File: config.mk
export PLATFORM = sky130hd
export DESIGN_NAME = nev_sequencer
export DESIGN_NICKNAME = d
export VERILOG_FILES = /design/src/nev_pkg.sv /design/src/nev_sequencer.sv /design/src/nev_cmd_object.sv /design/src/nev_launch_check.sv
export SDC_FILE = /design/constraint.sdc
export NUM_CORES = 1
export LEC_CHECK = 0
export BUFFER_PORTS_ARGS = -buffer_cell sky130_fd_sc_hd__buf_2
export CORE_ASPECT_RATIO = 1.2
export CORE_MARGIN = 8
export CORE_UTILIZATION = 63
export CTS_BUF_LIST = sky130_fd_sc_hd__clkbuf_16
export CTS_CLUSTER_SIZE = 40
export DETAILED_ROUTE_END_ITERATION = 12
export PLACE_DENSITY = 0.84
export SETUP_SLACK_MARGIN = 0.05
export SLEW_MARGIN = 5
export SYNTH_ARGS = -nofsm -noshare
export SYNTH_HDL_FRONTEND = slang
export SYNTH_HIERARCHICAL = 1
export SYNTH_SLANG_ARGS = --single-unit
File: constraint.sdc
create_clock -name clk_i -period 6.8 [get_ports clk_i]
set_input_delay 1.02 -clock clk_i [delete_from_list [all_inputs] [get_ports clk_i]]
set_output_delay 1.02 -clock clk_i [all_outputs]
set_load 0.01 [all_outputs]
File: src/nev_pkg.sv
// package for the erase-verify command sequencer: command codes,
// command object indices, nonvolatile address map, carriers, states.
// assumes all users refer to items as nev_pkg::name.
package nev_pkg;

   // command codes
   localparam logic [7:0] CMD_EV_ALL = 8'h01;
   localparam logic [7:0] CMD_EV_BLK = 8'h02;
   localparam logic [7:0] CMD_EV_SECT = 8'h03;

   // command object index expected at launch
   localparam logic [2:0] IDX_EV_ALL = 3'h0;
   localparam logic [2:0] IDX_EV_BLK = 3'h1;
   localparam logic [2:0] IDX_EV_SECT = 3'h2;
   localparam logic [2:0] IDX_RESET = 3'h0;

   // nonvolatile map, end addresses exclusive
   localparam logic [23:0] FLASH_BASE = 24'h00_0000;
   localparam logic [23:0] FLASH_END = 24'h00_2000;
   localparam logic [23:0] EE_BASE = 24'h80_0000;
   localparam logic [23:0] EE_END = 24'h80_0100;
   localparam int unsigned SEL_BIT = 23;
   localparam logic [23:0] LW_STEP = 24'h00_0004;
   localparam logic [31:0] ERASED_LW = 32'hffff_ffff;
   localparam logic [15:0] COB_RESET = 16'h0000;

   typedef enum logic [1:0] {
      ST_IDLE,
      ST_READ,
      ST_DONE
   } nev_state_e;

   // launch parameters gathered from the command object
   typedef struct packed {
      logic [7:0] cmd;
      logic [23:0] addr;
      logic [15:0] count;
      logic [2:0] index;
   } nev_cob_s;

   // answer of the array read port
   typedef struct packed {
      logic valid;
      logic err;
      logic uncorr;
      logic [31:0] data;
   } nev_rd_s;

   function automatic logic is_valid_cmd(input logic [7:0] c);
      is_valid_cmd = (c inside {8'h01, 8'h02, 8'h03, 8'h04, 8'h06,
         8'h07, 8'h08, 8'h09, 8'h0a, 8'h0b, 8'h0c, 8'h0d, 8'h10,
         8'h11, 8'h12});
   endfunction : is_valid_cmd

   function automatic logic is_prog_erase(input logic [7:0] c);
      is_prog_erase = (c inside {8'h06, 8'h07, 8'h08, 8'h09, 8'h0a,
         8'h0b, 8'h11, 8'h12});
   endfunction : is_prog_erase

endpackage : nev_pkg

File: src/nev_sequencer.sv
// erase-verify sequencer top: command launch, blank-check scan over the
// array read port, status and fault flags.
// assumes a synchronous array read port answering with one valid pulse
// per request, and software strobes synchronous to clk_i.
//
// Operation
// RQ1 - program/erase launch before divider init sets access error, no run
// RQ2 - undefined command code sets access error, command not run
// RQ3 - read of busy block returns invalid data once both fault flags set
// RQ4 - read of busy block sets both single and double fault flags
// RQ5 - software clears access error and protection flags before launching
// RQ6 - software programs only erased bytes or longwords, never cumulatively
// RQ7 - code 01 checks all blocks; index other than 000 errors
// RQ8 - launch clears complete flag; it sets again when verify finishes
// RQ9 - all-blocks check finding unerased location sets both verify bits
// RQ10 - read error sets bit1, uncorrectable sets bit0; no protection flag
// RQ11 - block verify: code and address high at 000, address low at 001
// RQ12 - address bit 23 selects flash (0) or eeprom (1) block
// RQ13 - failed block blank check sets both verify bits at completion
// RQ14 - block and section verify error on address outside valid regions
// RQ15 - section verify: code, address at 000 and 001, count at 010
// RQ16 - section verify with index other than 010 sets access error
// RQ17 - section verify with unaligned start address sets access error
// RQ18 - section running past flash boundary sets access error
// RQ19 - section verify not allowed in current mode sets access error
// RQ20 - unerased longword in section sets both verify bits at completion
// RQ21 - command object index selects the byte pair software accesses
`timescale 1ns/1ns
module nev_sequencer (
   input wire logic clk_i, // 25 MHz clock
   input wire logic arst_n_i, // async reset, active low
   input wire logic idx_wr_i, // write command_object_index
   input wire logic [2:0] idx_data_i, // index value
   input wire logic hi_wr_i, // write command_object_high
   input wire logic lo_wr_i, // write command_object_low
   input wire logic [7:0] cob_wdata_i, // byte to write
   output logic [15:0] cob_rdata_o, // pair at current index
   input wire logic command_complete_flag_clr_i, // launch: clear complete flag
   input wire logic err_clr_i, // clear access/protection flags
   input wire logic [1:0] fault_clr_i, // clear double, single fault
   input wire logic div_init_i, // nvm_clock_divider written
   input wire logic mode_ok_i, // section verify allowed
   input nev_pkg::nev_rd_s rd_i, // array read answer
   output logic rd_req_o, // array read request level
   output logic [23:0] rd_addr_o, // longword address
   input wire logic cpu_rd_i, // cpu read of array
   input wire logic [23:0] cpu_addr_i, // cpu read address
   output logic cpu_invalid_o, // cpu read returned invalid data
   output logic command_complete_flag_o, // idle, ready for launch
   output logic access_error_flag_o, // sticky access error
   output logic protection_violation_flag_o, // never set here
   output logic [1:0] verify_status_bits_o, // bit1 any, bit0 uncorr
   output logic single_fault_detect_flag_o, // sticky
   output logic double_fault_detect_flag_o // sticky
);
   nev_pkg::nev_state_e state_reg;
   nev_pkg::nev_cob_s cob;
   logic [23:0] end_reg;
   logic two_phase_reg;
   logic tgt_flash_reg;
   logic tgt_ee_reg;
   logic launch;
   logic chk_err;
   logic chk_verify;
   logic chk_two;
   logic chk_flash;
   logic chk_ee;
   logic [23:0] chk_start;
   logic [23:0] chk_end;
   logic rd_done;
   logic [23:0] addr_next;
   logic last_lw;
   logic conflict;

   nev_cmd_object u_cob (
      .clk_i(clk_i),
      .arst_n_i(arst_n_i),
      .lock_i(!command_complete_flag_o),
      .idx_wr_i(idx_wr_i),
      .idx_data_i(idx_data_i),
      .hi_wr_i(hi_wr_i),
      .lo_wr_i(lo_wr_i),
      .wdata_i(cob_wdata_i),
      .rdata_o(cob_rdata_o),
      .cob_o(cob)
   );

   nev_launch_check u_chk (
      .cob_i(cob),
      .div_init_i(div_init_i),
      .mode_ok_i(mode_ok_i),
      .err_o(chk_err),
      .verify_o(chk_verify),
      .two_phase_o(chk_two),
      .tgt_flash_o(chk_flash),
      .tgt_ee_o(chk_ee),
      .start_o(chk_start),
      .end_o(chk_end)
   );

   // a launch with a pending error flag is ignored, not flagged again
   assign launch = command_complete_flag_clr_i && command_complete_flag_o &&
                   state_reg == nev_pkg::ST_IDLE &&
                   !access_error_flag_o &&
                   !protection_violation_flag_o; // RQ5
   assign rd_done = state_reg == nev_pkg::ST_READ && rd_i.valid;
   assign addr_next = rd_addr_o + nev_pkg::LW_STEP;
   assign last_lw = addr_next == end_reg;
   assign conflict = cpu_rd_i && state_reg != nev_pkg::ST_IDLE &&
                     ((tgt_flash_reg && !cpu_addr_i[nev_pkg::SEL_BIT]) ||
                      (tgt_ee_reg && cpu_addr_i[nev_pkg::SEL_BIT]));

   // scan state and address walk
   always_ff @(posedge clk_i or negedge arst_n_i) begin
      if (!arst_n_i) begin
         state_reg <= nev_pkg::ST_IDLE;
         rd_addr_o <= nev_pkg::FLASH_BASE;
         end_reg <= nev_pkg::FLASH_BASE;
         two_phase_reg <= 1'b0;
         tgt_flash_reg <= 1'b0;
         tgt_ee_reg <= 1'b0;
      end else begin
         unique case (state_reg)
            nev_pkg::ST_IDLE: begin
               if (launch && !chk_err) begin
                  rd_addr_o <= chk_start;
                  end_reg <= chk_end;
                  two_phase_reg <= chk_two;
                  tgt_flash_reg <= chk_flash;
                  tgt_ee_reg <= chk_ee;
                  // empty section and foreign commands end at once
                  if (chk_verify && chk_start != chk_end) begin
                     state_reg <= nev_pkg::ST_READ;
                  end else begin
                     state_reg <= nev_pkg::ST_DONE;
                  end
               end
            end
            nev_pkg::ST_READ: begin
               if (rd_i.valid) begin
                  if (!last_lw) begin
                     rd_addr_o <= addr_next;
                  end else if (two_phase_reg) begin // RQ7
                     two_phase_reg <= 1'b0;
                     rd_addr_o <= nev_pkg::EE_BASE;
                     end_reg <= nev_pkg::EE_END;
                  end else begin
                     state_reg <= nev_pkg::ST_DONE;
                  end
               end
            end
            nev_pkg::ST_DONE: begin
               state_reg <= nev_pkg::ST_IDLE;
               tgt_flash_reg <= 1'b0;
               tgt_ee_reg <= 1'b0;
            end
         endcase
      end
   end

   // read request stays up until the array answers the last longword
   always_ff @(posedge clk_i or negedge arst_n_i) begin
      if (!arst_n_i) begin
         rd_req_o <= 1'b0;
      end else if (launch && !chk_err && chk_verify &&
                   chk_start != chk_end) begin
         rd_req_o <= 1'b1;
      end else if (rd_done && last_lw && !two_phase_reg) begin
         rd_req_o <= 1'b0;
      end
   end

   always_ff @(posedge clk_i or negedge arst_n_i) begin
      if (!arst_n_i) begin
         command_complete_flag_o <= 1'b1;
      end else if (launch && !chk_err) begin
         command_complete_flag_o <= 1'b0; // RQ8
      end else if (state_reg == nev_pkg::ST_DONE) begin
         command_complete_flag_o <= 1'b1; // RQ8
      end
   end

   // error set wins over a clear in the same cycle
   always_ff @(posedge clk_i or negedge arst_n_i) begin
      if (!arst_n_i) begin
         access_error_flag_o <= 1'b0;
      end else if (launch && chk_err) begin
         access_error_flag_o <= 1'b1; // RQ1 RQ2 RQ14 RQ16
      end else if (err_clr_i) begin
         access_error_flag_o <= 1'b0;
      end
   end

   // verify commands never flag protection; other jobs own the set side
   always_ff @(posedge clk_i or negedge arst_n_i) begin
      if (!arst_n_i) begin
         protection_violation_flag_o <= 1'b0;
      end else if (err_clr_i) begin
         protection_violation_flag_o <= 1'b0; // RQ10
      end
   end

   always_ff @(posedge clk_i or negedge arst_n_i) begin
      if (!arst_n_i) begin
         verify_status_bits_o <= 2'h0;
      end else if (launch && !chk_err) begin
         verify_status_bits_o <= 2'h0;
      end else if (rd_done) begin
         if (rd_i.data != nev_pkg::ERASED_LW) begin
            verify_status_bits_o <= 2'h3; // RQ9 RQ13 RQ20
         end else begin
            verify_status_bits_o <= verify_status_bits_o |
                                    {rd_i.err, rd_i.uncorr}; // RQ10
         end
      end
   end

   // fault flags: hardware set wins over software clear
   always_ff @(posedge clk_i or negedge arst_n_i) begin
      if (!arst_n_i) begin
         single_fault_detect_flag_o <= 1'b0;
         double_fault_detect_flag_o <= 1'b0;
      end else if (conflict) begin
         single_fault_detect_flag_o <= 1'b1; // RQ4
         double_fault_detect_flag_o <= 1'b1; // RQ4
      end else begin
         if (fault_clr_i[0]) single_fault_detect_flag_o <= 1'b0;
         if (fault_clr_i[1]) double_fault_detect_flag_o <= 1'b0;
      end
   end

   // flags are both set by the time the read data is returned
   always_ff @(posedge clk_i or negedge arst_n_i) begin
      if (!arst_n_i) begin
         cpu_invalid_o <= 1'b0;
      end else begin
         cpu_invalid_o <= conflict; // RQ3
      end
   end

   AST_NODIV: assert property (@(posedge clk_i) disable iff (!arst_n_i)
      launch && nev_pkg::is_prog_erase(cob.cmd) && !div_init_i
      |=> access_error_flag_o && command_complete_flag_o) // RQ1
      else $error("program launch without divider not refused");

   AST_BADCMD: assert property (@(posedge clk_i) disable iff (!arst_n_i)
      launch && !nev_pkg::is_valid_cmd(cob.cmd)
      |=> access_error_flag_o && state_reg == nev_pkg::ST_IDLE) // RQ2
      else $error("undefined command not refused");

   AST_INVALID: assert property (@(posedge clk_i) disable iff (!arst_n_i)
      conflict |=> cpu_invalid_o && single_fault_detect_flag_o &&
                   double_fault_detect_flag_o) // RQ3
      else $error("busy block read not marked invalid");

   AST_FAULTSET: assert property (@(posedge clk_i) disable iff (!arst_n_i)
      cpu_rd_i && state_reg == nev_pkg::ST_READ && tgt_flash_reg &&
      !cpu_addr_i[nev_pkg::SEL_BIT]
      |=> single_fault_detect_flag_o && double_fault_detect_flag_o) // RQ4
      else $error("fault flags not set on busy read");

   AST_ALLIDX: assert property (@(posedge clk_i) disable iff (!arst_n_i)
      launch && cob.cmd == nev_pkg::CMD_EV_ALL &&
      cob.index != nev_pkg::IDX_EV_ALL |=> access_error_flag_o) // RQ7
      else $error("all-blocks bad index not flagged");

   AST_COMMAND_COMPLETE_FLAG: assert property (@(posedge clk_i) disable iff (!arst_n_i)
      launch && !chk_err && chk_verify && chk_start != chk_end
      |=> !command_complete_flag_o ##1 !command_complete_flag_o) // RQ8
      else $error("complete flag not held low after launch");

   AST_CCIFBUSY: assert property (@(posedge clk_i) disable iff (!arst_n_i)
      state_reg == nev_pkg::ST_READ |-> !command_complete_flag_o) // RQ8
      else $error("complete flag high during scan");

   AST_BLANK: assert property (@(posedge clk_i) disable iff (!arst_n_i)
      rd_done && rd_i.data != nev_pkg::ERASED_LW
      |=> verify_status_bits_o == 2'h3 [*2]) // RQ9
      else $error("blank check failure not reported");

   AST_RDERR: assert property (@(posedge clk_i) disable iff (!arst_n_i)
      rd_done && rd_i.err && rd_i.uncorr |=> verify_status_bits_o == 2'h3)
      else $error("read errors not reported"); // RQ10

   AST_NOPROT: assert property (@(posedge clk_i) disable iff (!arst_n_i)
      $rose(state_reg == nev_pkg::ST_READ) |-> !protection_violation_flag_o)
      else $error("protection flag during verify"); // RQ10

   AST_EESEL: assert property (@(posedge clk_i) disable iff (!arst_n_i)
      launch && !chk_err && cob.cmd == nev_pkg::CMD_EV_BLK &&
      cob.addr[nev_pkg::SEL_BIT]
      |=> ##[0:1] rd_addr_o == nev_pkg::EE_BASE) // RQ12
      else $error("eeprom block not selected by address bit");

   AST_ALIGN: assert property (@(posedge clk_i) disable iff (!arst_n_i)
      launch && cob.cmd == nev_pkg::CMD_EV_SECT && cob.addr[1:0] != 2'h0
      |=> access_error_flag_o && command_complete_flag_o) // RQ17
      else $error("unaligned section not refused");

   AST_SECTIDX: assert property (@(posedge clk_i) disable iff (!arst_n_i)
      launch && cob.cmd == nev_pkg::CMD_EV_SECT &&
      (cob.index != nev_pkg::IDX_EV_SECT || !mode_ok_i)
      |=> access_error_flag_o) // RQ16
      else $error("section index or mode not refused");

   AST_STEP: assert property (@(posedge clk_i) disable iff (!arst_n_i)
      rd_done && !last_lw |=> rd_addr_o == $past(rd_addr_o) + 24'h4)
      else $error("scan address did not step one longword"); // RQ20

   CVR_ALL: cover property (@(posedge clk_i) disable iff (!arst_n_i)
      launch && cob.cmd == nev_pkg::CMD_EV_ALL && !chk_err);
   CVR_BLK_FAIL: cover property (@(posedge clk_i) disable iff (!arst_n_i)
      state_reg == nev_pkg::ST_DONE && verify_status_bits_o == 2'h3);
   CVR_SECT: cover property (@(posedge clk_i) disable iff (!arst_n_i)
      launch && cob.cmd == nev_pkg::CMD_EV_SECT && !chk_err);
   CVR_FAULT: cover property (@(posedge clk_i) disable iff (!arst_n_i)
      conflict);
endmodule : nev_sequencer

File: src/nev_cmd_object.sv
// command object storage: index register and eight high/low byte pairs.
// assumes writes come as single-cycle strobes on the system clock.
`timescale 1ns/1ns
module nev_cmd_object (
   input wire logic clk_i, // system clock
   input wire logic arst_n_i, // async reset, active low
   input wire logic lock_i, // high while a command runs
   input wire logic idx_wr_i, // write command_object_index
   input wire logic [2:0] idx_data_i, // new index value
   input wire logic hi_wr_i, // write command_object_high
   input wire logic lo_wr_i, // write command_object_low
   input wire logic [7:0] wdata_i, // byte written
   output logic [15:0] rdata_o, // pair at current index
   output nev_pkg::nev_cob_s cob_o // launch parameters
);
   logic [15:0] mem_reg [8];
   logic [2:0] idx_reg;

   // writes are ignored while a command runs
   always_ff @(posedge clk_i or negedge arst_n_i) begin
      if (!arst_n_i) begin
         idx_reg <= nev_pkg::IDX_RESET;
      end else if (idx_wr_i && !lock_i) begin
         idx_reg <= idx_data_i;
      end
   end

   for (genvar g = 0; g < 8; g++) begin : g_word
      always_ff @(posedge clk_i or negedge arst_n_i) begin
         if (!arst_n_i) begin
            mem_reg[g] <= nev_pkg::COB_RESET;
         end else if (!lock_i && idx_reg == 3'(g)) begin
            if (hi_wr_i) mem_reg[g][15:8] <= wdata_i; // RQ21
            if (lo_wr_i) mem_reg[g][7:0] <= wdata_i; // RQ21
         end
      end
   end

   always_ff @(posedge clk_i or negedge arst_n_i) begin
      if (!arst_n_i) begin
         rdata_o <= nev_pkg::COB_RESET;
      end else begin
         rdata_o <= mem_reg[idx_reg]; // RQ21
      end
   end

   assign cob_o = '{cmd: mem_reg[0][15:8],
                    addr: {mem_reg[0][7:0], mem_reg[1]}, // RQ11 RQ15
                    count: mem_reg[2], // RQ15
                    index: idx_reg};
endmodule : nev_cmd_object

File: src/nev_launch_check.sv
// launch checker: decides access error and scan range for a command.
// purely combinational; the caller samples it on the launch strobe.
`timescale 1ns/1ns
module nev_launch_check (
   input nev_pkg::nev_cob_s cob_i, // launch parameters
   input wire logic div_init_i, // clock divider initialised
   input wire logic mode_ok_i, // section verify allowed in mode
   output logic err_o, // launch must set access error
   output logic verify_o, // command is handled here
   output logic two_phase_o, // flash then eeprom
   output logic tgt_flash_o, // flash block busy
   output logic tgt_ee_o, // eeprom block busy
   output logic [23:0] start_o, // first longword address
   output logic [23:0] end_o // address after last longword
);
   logic in_flash;
   logic in_ee;
   logic [24:0] sect_end;

   assign in_flash = cob_i.addr >= nev_pkg::FLASH_BASE &&
                     cob_i.addr < nev_pkg::FLASH_END;
   assign in_ee = cob_i.addr >= nev_pkg::EE_BASE &&
                  cob_i.addr < nev_pkg::EE_END;
   assign sect_end = {1'b0, cob_i.addr} + {7'h00, cob_i.count, 2'h0};

   always_comb begin
      err_o = 1'b0;
      verify_o = 1'b1;
      two_phase_o = 1'b0;
      tgt_flash_o = 1'b1;
      tgt_ee_o = 1'b0;
      start_o = nev_pkg::FLASH_BASE;
      end_o = nev_pkg::FLASH_END;
      unique case (cob_i.cmd)
         nev_pkg::CMD_EV_ALL: begin
            err_o = cob_i.index != nev_pkg::IDX_EV_ALL; // RQ7
            two_phase_o = 1'b1;
            tgt_ee_o = 1'b1;
         end
         nev_pkg::CMD_EV_BLK: begin
            err_o = cob_i.index != nev_pkg::IDX_EV_BLK;
            if (cob_i.addr[nev_pkg::SEL_BIT]) begin // RQ12
               err_o = err_o || !in_ee; // RQ14
               tgt_flash_o = 1'b0;
               tgt_ee_o = 1'b1;
               start_o = nev_pkg::EE_BASE;
               end_o = nev_pkg::EE_END;
            end else begin
               err_o = err_o || !in_flash; // RQ14
            end
         end
         nev_pkg::CMD_EV_SECT: begin
            err_o = cob_i.index != nev_pkg::IDX_EV_SECT || // RQ16
                    !mode_ok_i || // RQ19
                    !in_flash || // RQ14
                    cob_i.addr[1:0] != 2'h0 || // RQ17
                    sect_end > {1'b0, nev_pkg::FLASH_END}; // RQ18
            start_o = cob_i.addr;
            end_o = sect_end[23:0];
         end
         default: begin
            verify_o = 1'b0;
            tgt_flash_o = 1'b0;
            err_o = !nev_pkg::is_valid_cmd(cob_i.cmd) || // RQ2
                    (nev_pkg::is_prog_erase(cob_i.cmd) &&
                     !div_init_i); // RQ1
         end
      endcase
   end
endmodule : nev_launch_check

==> flow_summary.ini <==
[synth]
netlist_area_um2 = 13100
ys_types = 97
synth_edf_count = 0
synth_largest_type_area_fraction = 0.396
top_area_cells_in_the_synthesized_netlist = dfrtp_1 40%, mux2_2 14%, buf_4 3.5%
postSynthAreaPerCell_um2 = 10.6
synth.ff_latch_count = 208
synthArstFlopShare = 1.00
synth.most_common_cell = dfrtp_1
seq_area_frac_synth = 0.398
synth_common_cells = 207 x dfrtp_1, 157 x mux2_2, 66 x nand2_1, 61 x buf_4, 55 x nor2_1
synthesis.nets = 1342
synth-main-ff-cell = dfrtp_1
synth_largest_area_cell = dfrtp_1
ys.warnings.count = 6
synthesis.instances = 1239

[clocking]
clkLatencyLatePin_ns = 0.51
clock_sinks = 208
cts_max_level = 1
clkTransAtPathRegs_ns = 0.06
postCtsResizedCells = 0
cts_made_buffers = 22
tritoncts = done
post_cts_buffers = 0
root_buffer = clkbuf_16
holdBufCountCts = 0
deepest_clock_path_buffer_count = 3

[finish]
area_delta_synth_final_pct = 6.96
finish.cell_count_without_fillers = 1542
sequential_cell_area_um2 = 5210
design.final.nets = 1359
layout.filler_cells = 1541
multi_input_area_um2 = 6950
antenna-diode-count = 0
finished_cell_area_um2 = 14000
layout-drive-gt1-share = 0.314
number_of_flip_flops_under_the_largest_register_name = 80

[die]
start_util = 0.633
die_w_um = 148
dieArea_um2 = 25700
placeableCoreArea_um2 = 20700
chip_height_um = 174
core_rows = 58
top_level_ports = 131

[worst_setup_path]
cp_max_fo = 15
critical_path.cell_chain = ha_1 > a21oi_1 > nor3_1 > a2111oi_2 > a21boi_1 > o21ai_1 > nor3b_1 > o21a_1 > a41oi_1 > or3_1 > o21ai_0 > and2_1 > nor2_1 > a21oi_4 > mux2_4
critical_path_class = flop to flop
ff2ff_setup_slack_ns = 1.46
arrival_time_worst_endpoint_ns = 5.72
critical-path-slowest-cell = and2_1
start_kind = flop
end_kind = flop
required_ns = 7.19
ff2ff_path_depth = 15
critical-path-max-stage-delay_ns = 0.65

[sta]
final_min_period_over_clock_period = 0.785
finalSetupViolCount = 0
grt_setup_unrepaired = false
slew_headroom = 0.197
report.final.slew_viol_count = 0
clock_skew_ns = 0.0154
worst-slew-pin-transition_ns = 1.20
fin_crit_ns = 5.34
finalSetupTns_ns = 0
hold_violations = 0
maxClockFrequency_mhz = 187
worst_hold_margin_ns = 0.493

[place]
dp.cells = 1502
post_dp_cell_area_um2 = 13300
gpl.final_weighted_congestion = 0.933
port_buffers = 106
dp_hpwl_um = 24200

[drt]
detailed_routing_iteration_count_for_the_pre_antenna_repair_pass = 6
drt_total_wl_um = 33800
detail_route.drc_violations = 0
drt.antenna.violating_nets = 0
first_iter_violations = 798
detailroute.via_count = 10081
wire_per_inst_um = 21.9
vias_per_cell = 6.54

[grt]
antenna_found_initial = 0
grtUsageTotal = 0.260
number_of_global_route_vias_before_repair = 10228
grt_overflow_total = 0
grt_pass1_wl_um = 54600
grt_start_max_net_pins = 125

[run]
maxCapViolations = 0

[pwr]
pwr_density_cell_nw_per_um2 = 472
cellLeakagePower_uw = 0.00606
report.power.total_uw = 6610
ir_drop_mv = 0.315

[worst_hold_path]
hold_class = flop to flop
worstHoldPathCells = 1

[status]
outcome = finished, final reports clean
==> power breakdown <==
| part | switching [µW] | internal (µW) | total, µW |
|---|---|---|---|
| Sequential | 646 | 1840 | 2480 |
| Combinational | 1530 | 1360 | 2890 |
| Clock | 511 | 730 | 1240 |
==> cells in the final DEF, fill, tap and decap left out, types with 12 or more instances in the layout <==
cell         n
dfrtp_1    206
mux2_2     157
buf_2      105
nand2_1     66
nor2_1      54
inv_1       41
xor2_1      37
a21oi_1     37
nand3_1     33
a22oi_1     31
xnor2_1     30
and2_1      30
o21ai_0     27
clkbuf_16   23
nor3_1      22
nand4_1     21
and3_1      20
o21ai_2     20
ha_1        20
nor4_1      17
o31ai_1     13
o21ai_1     12
o22ai_1     12
mux4_2      12
==> area by class of cell <==
cell class | instances | share of cell area
Clock buffer | 23 | 0.0411
Inverter | 39 | 0.0105
Timing Repair Buffer | 116 | 0.0439
Clock inverter | 17 | 0.0121
Multi-Input combinational cell | 869 | 0.497
Sequential cell | 208 | 0.372
Tap cell | 270 | 0.0241
==> routing by layer <==
metal	global-route usage	wire length, µm	up-vias	part of all wire
met2	0.449	17000	462	0.50
met5	0	0	-	0
met1	0.315	13100	4970	0.39
li1	-	-	4548	-
met4	0.126	1580	0	0.047
met3	0.0343	2080	101	0.061
==> critical path, delay by kind of cell (launching register included) <==
kind	cells	cell delay, ns
mux	1	0.35
compound gates	8	2.29
flops	1	0.44
fa+ha+maj	1	0.42
simple gates	5	1.70
==> metrics by stage <==
step | worst slack [ns] | utilization
2_1_floorplan | 2.73 | -
3_3_place_gp | 1.62 | 0.641
3_5_place_dp | 1.55 | 0.641
4_1_cts | 1.53 | 0.677
5_1_grt | 1.10 | 0.677
6_report | 1.46 | 0.677
==> cell families after synthesis <==
| family | count (synthesis) | synth area share |
|---|---|---|
| other | 1 | 0.000286 |
| buffers and inverters | 162 | 0.0719 |
| xor gates and xnor gates | 67 | 0.0448 |
| AOI/OAI and AO/OA | 253 | 0.144 |
| adders and majority gates | 21 | 0.0206 |
| DFF | 208 | 0.398 |
| and+or+nand+nor | 343 | 0.153 |
| muxes | 184 | 0.168 |
==> worst paths after layout <==
check | startpoint | to
setup / recovery | u_cob/cob_o[30] | rd_addr_o[3]
hold / removal | u_cob/mem_reg[72] | u_cob/mem_reg[72]
setup reg to reg | u_cob/cob_o[30] | rd_addr_o[3]
hold reg to reg | u_cob/mem_reg[72] | u_cob/mem_reg[72]
max in group asynchronous | arst_n_i | u_cob/cob_o[41]
min in group asynchronous | arst_n_i | verify_status_bits_o[1]
(Power assumes the default switching activity.)
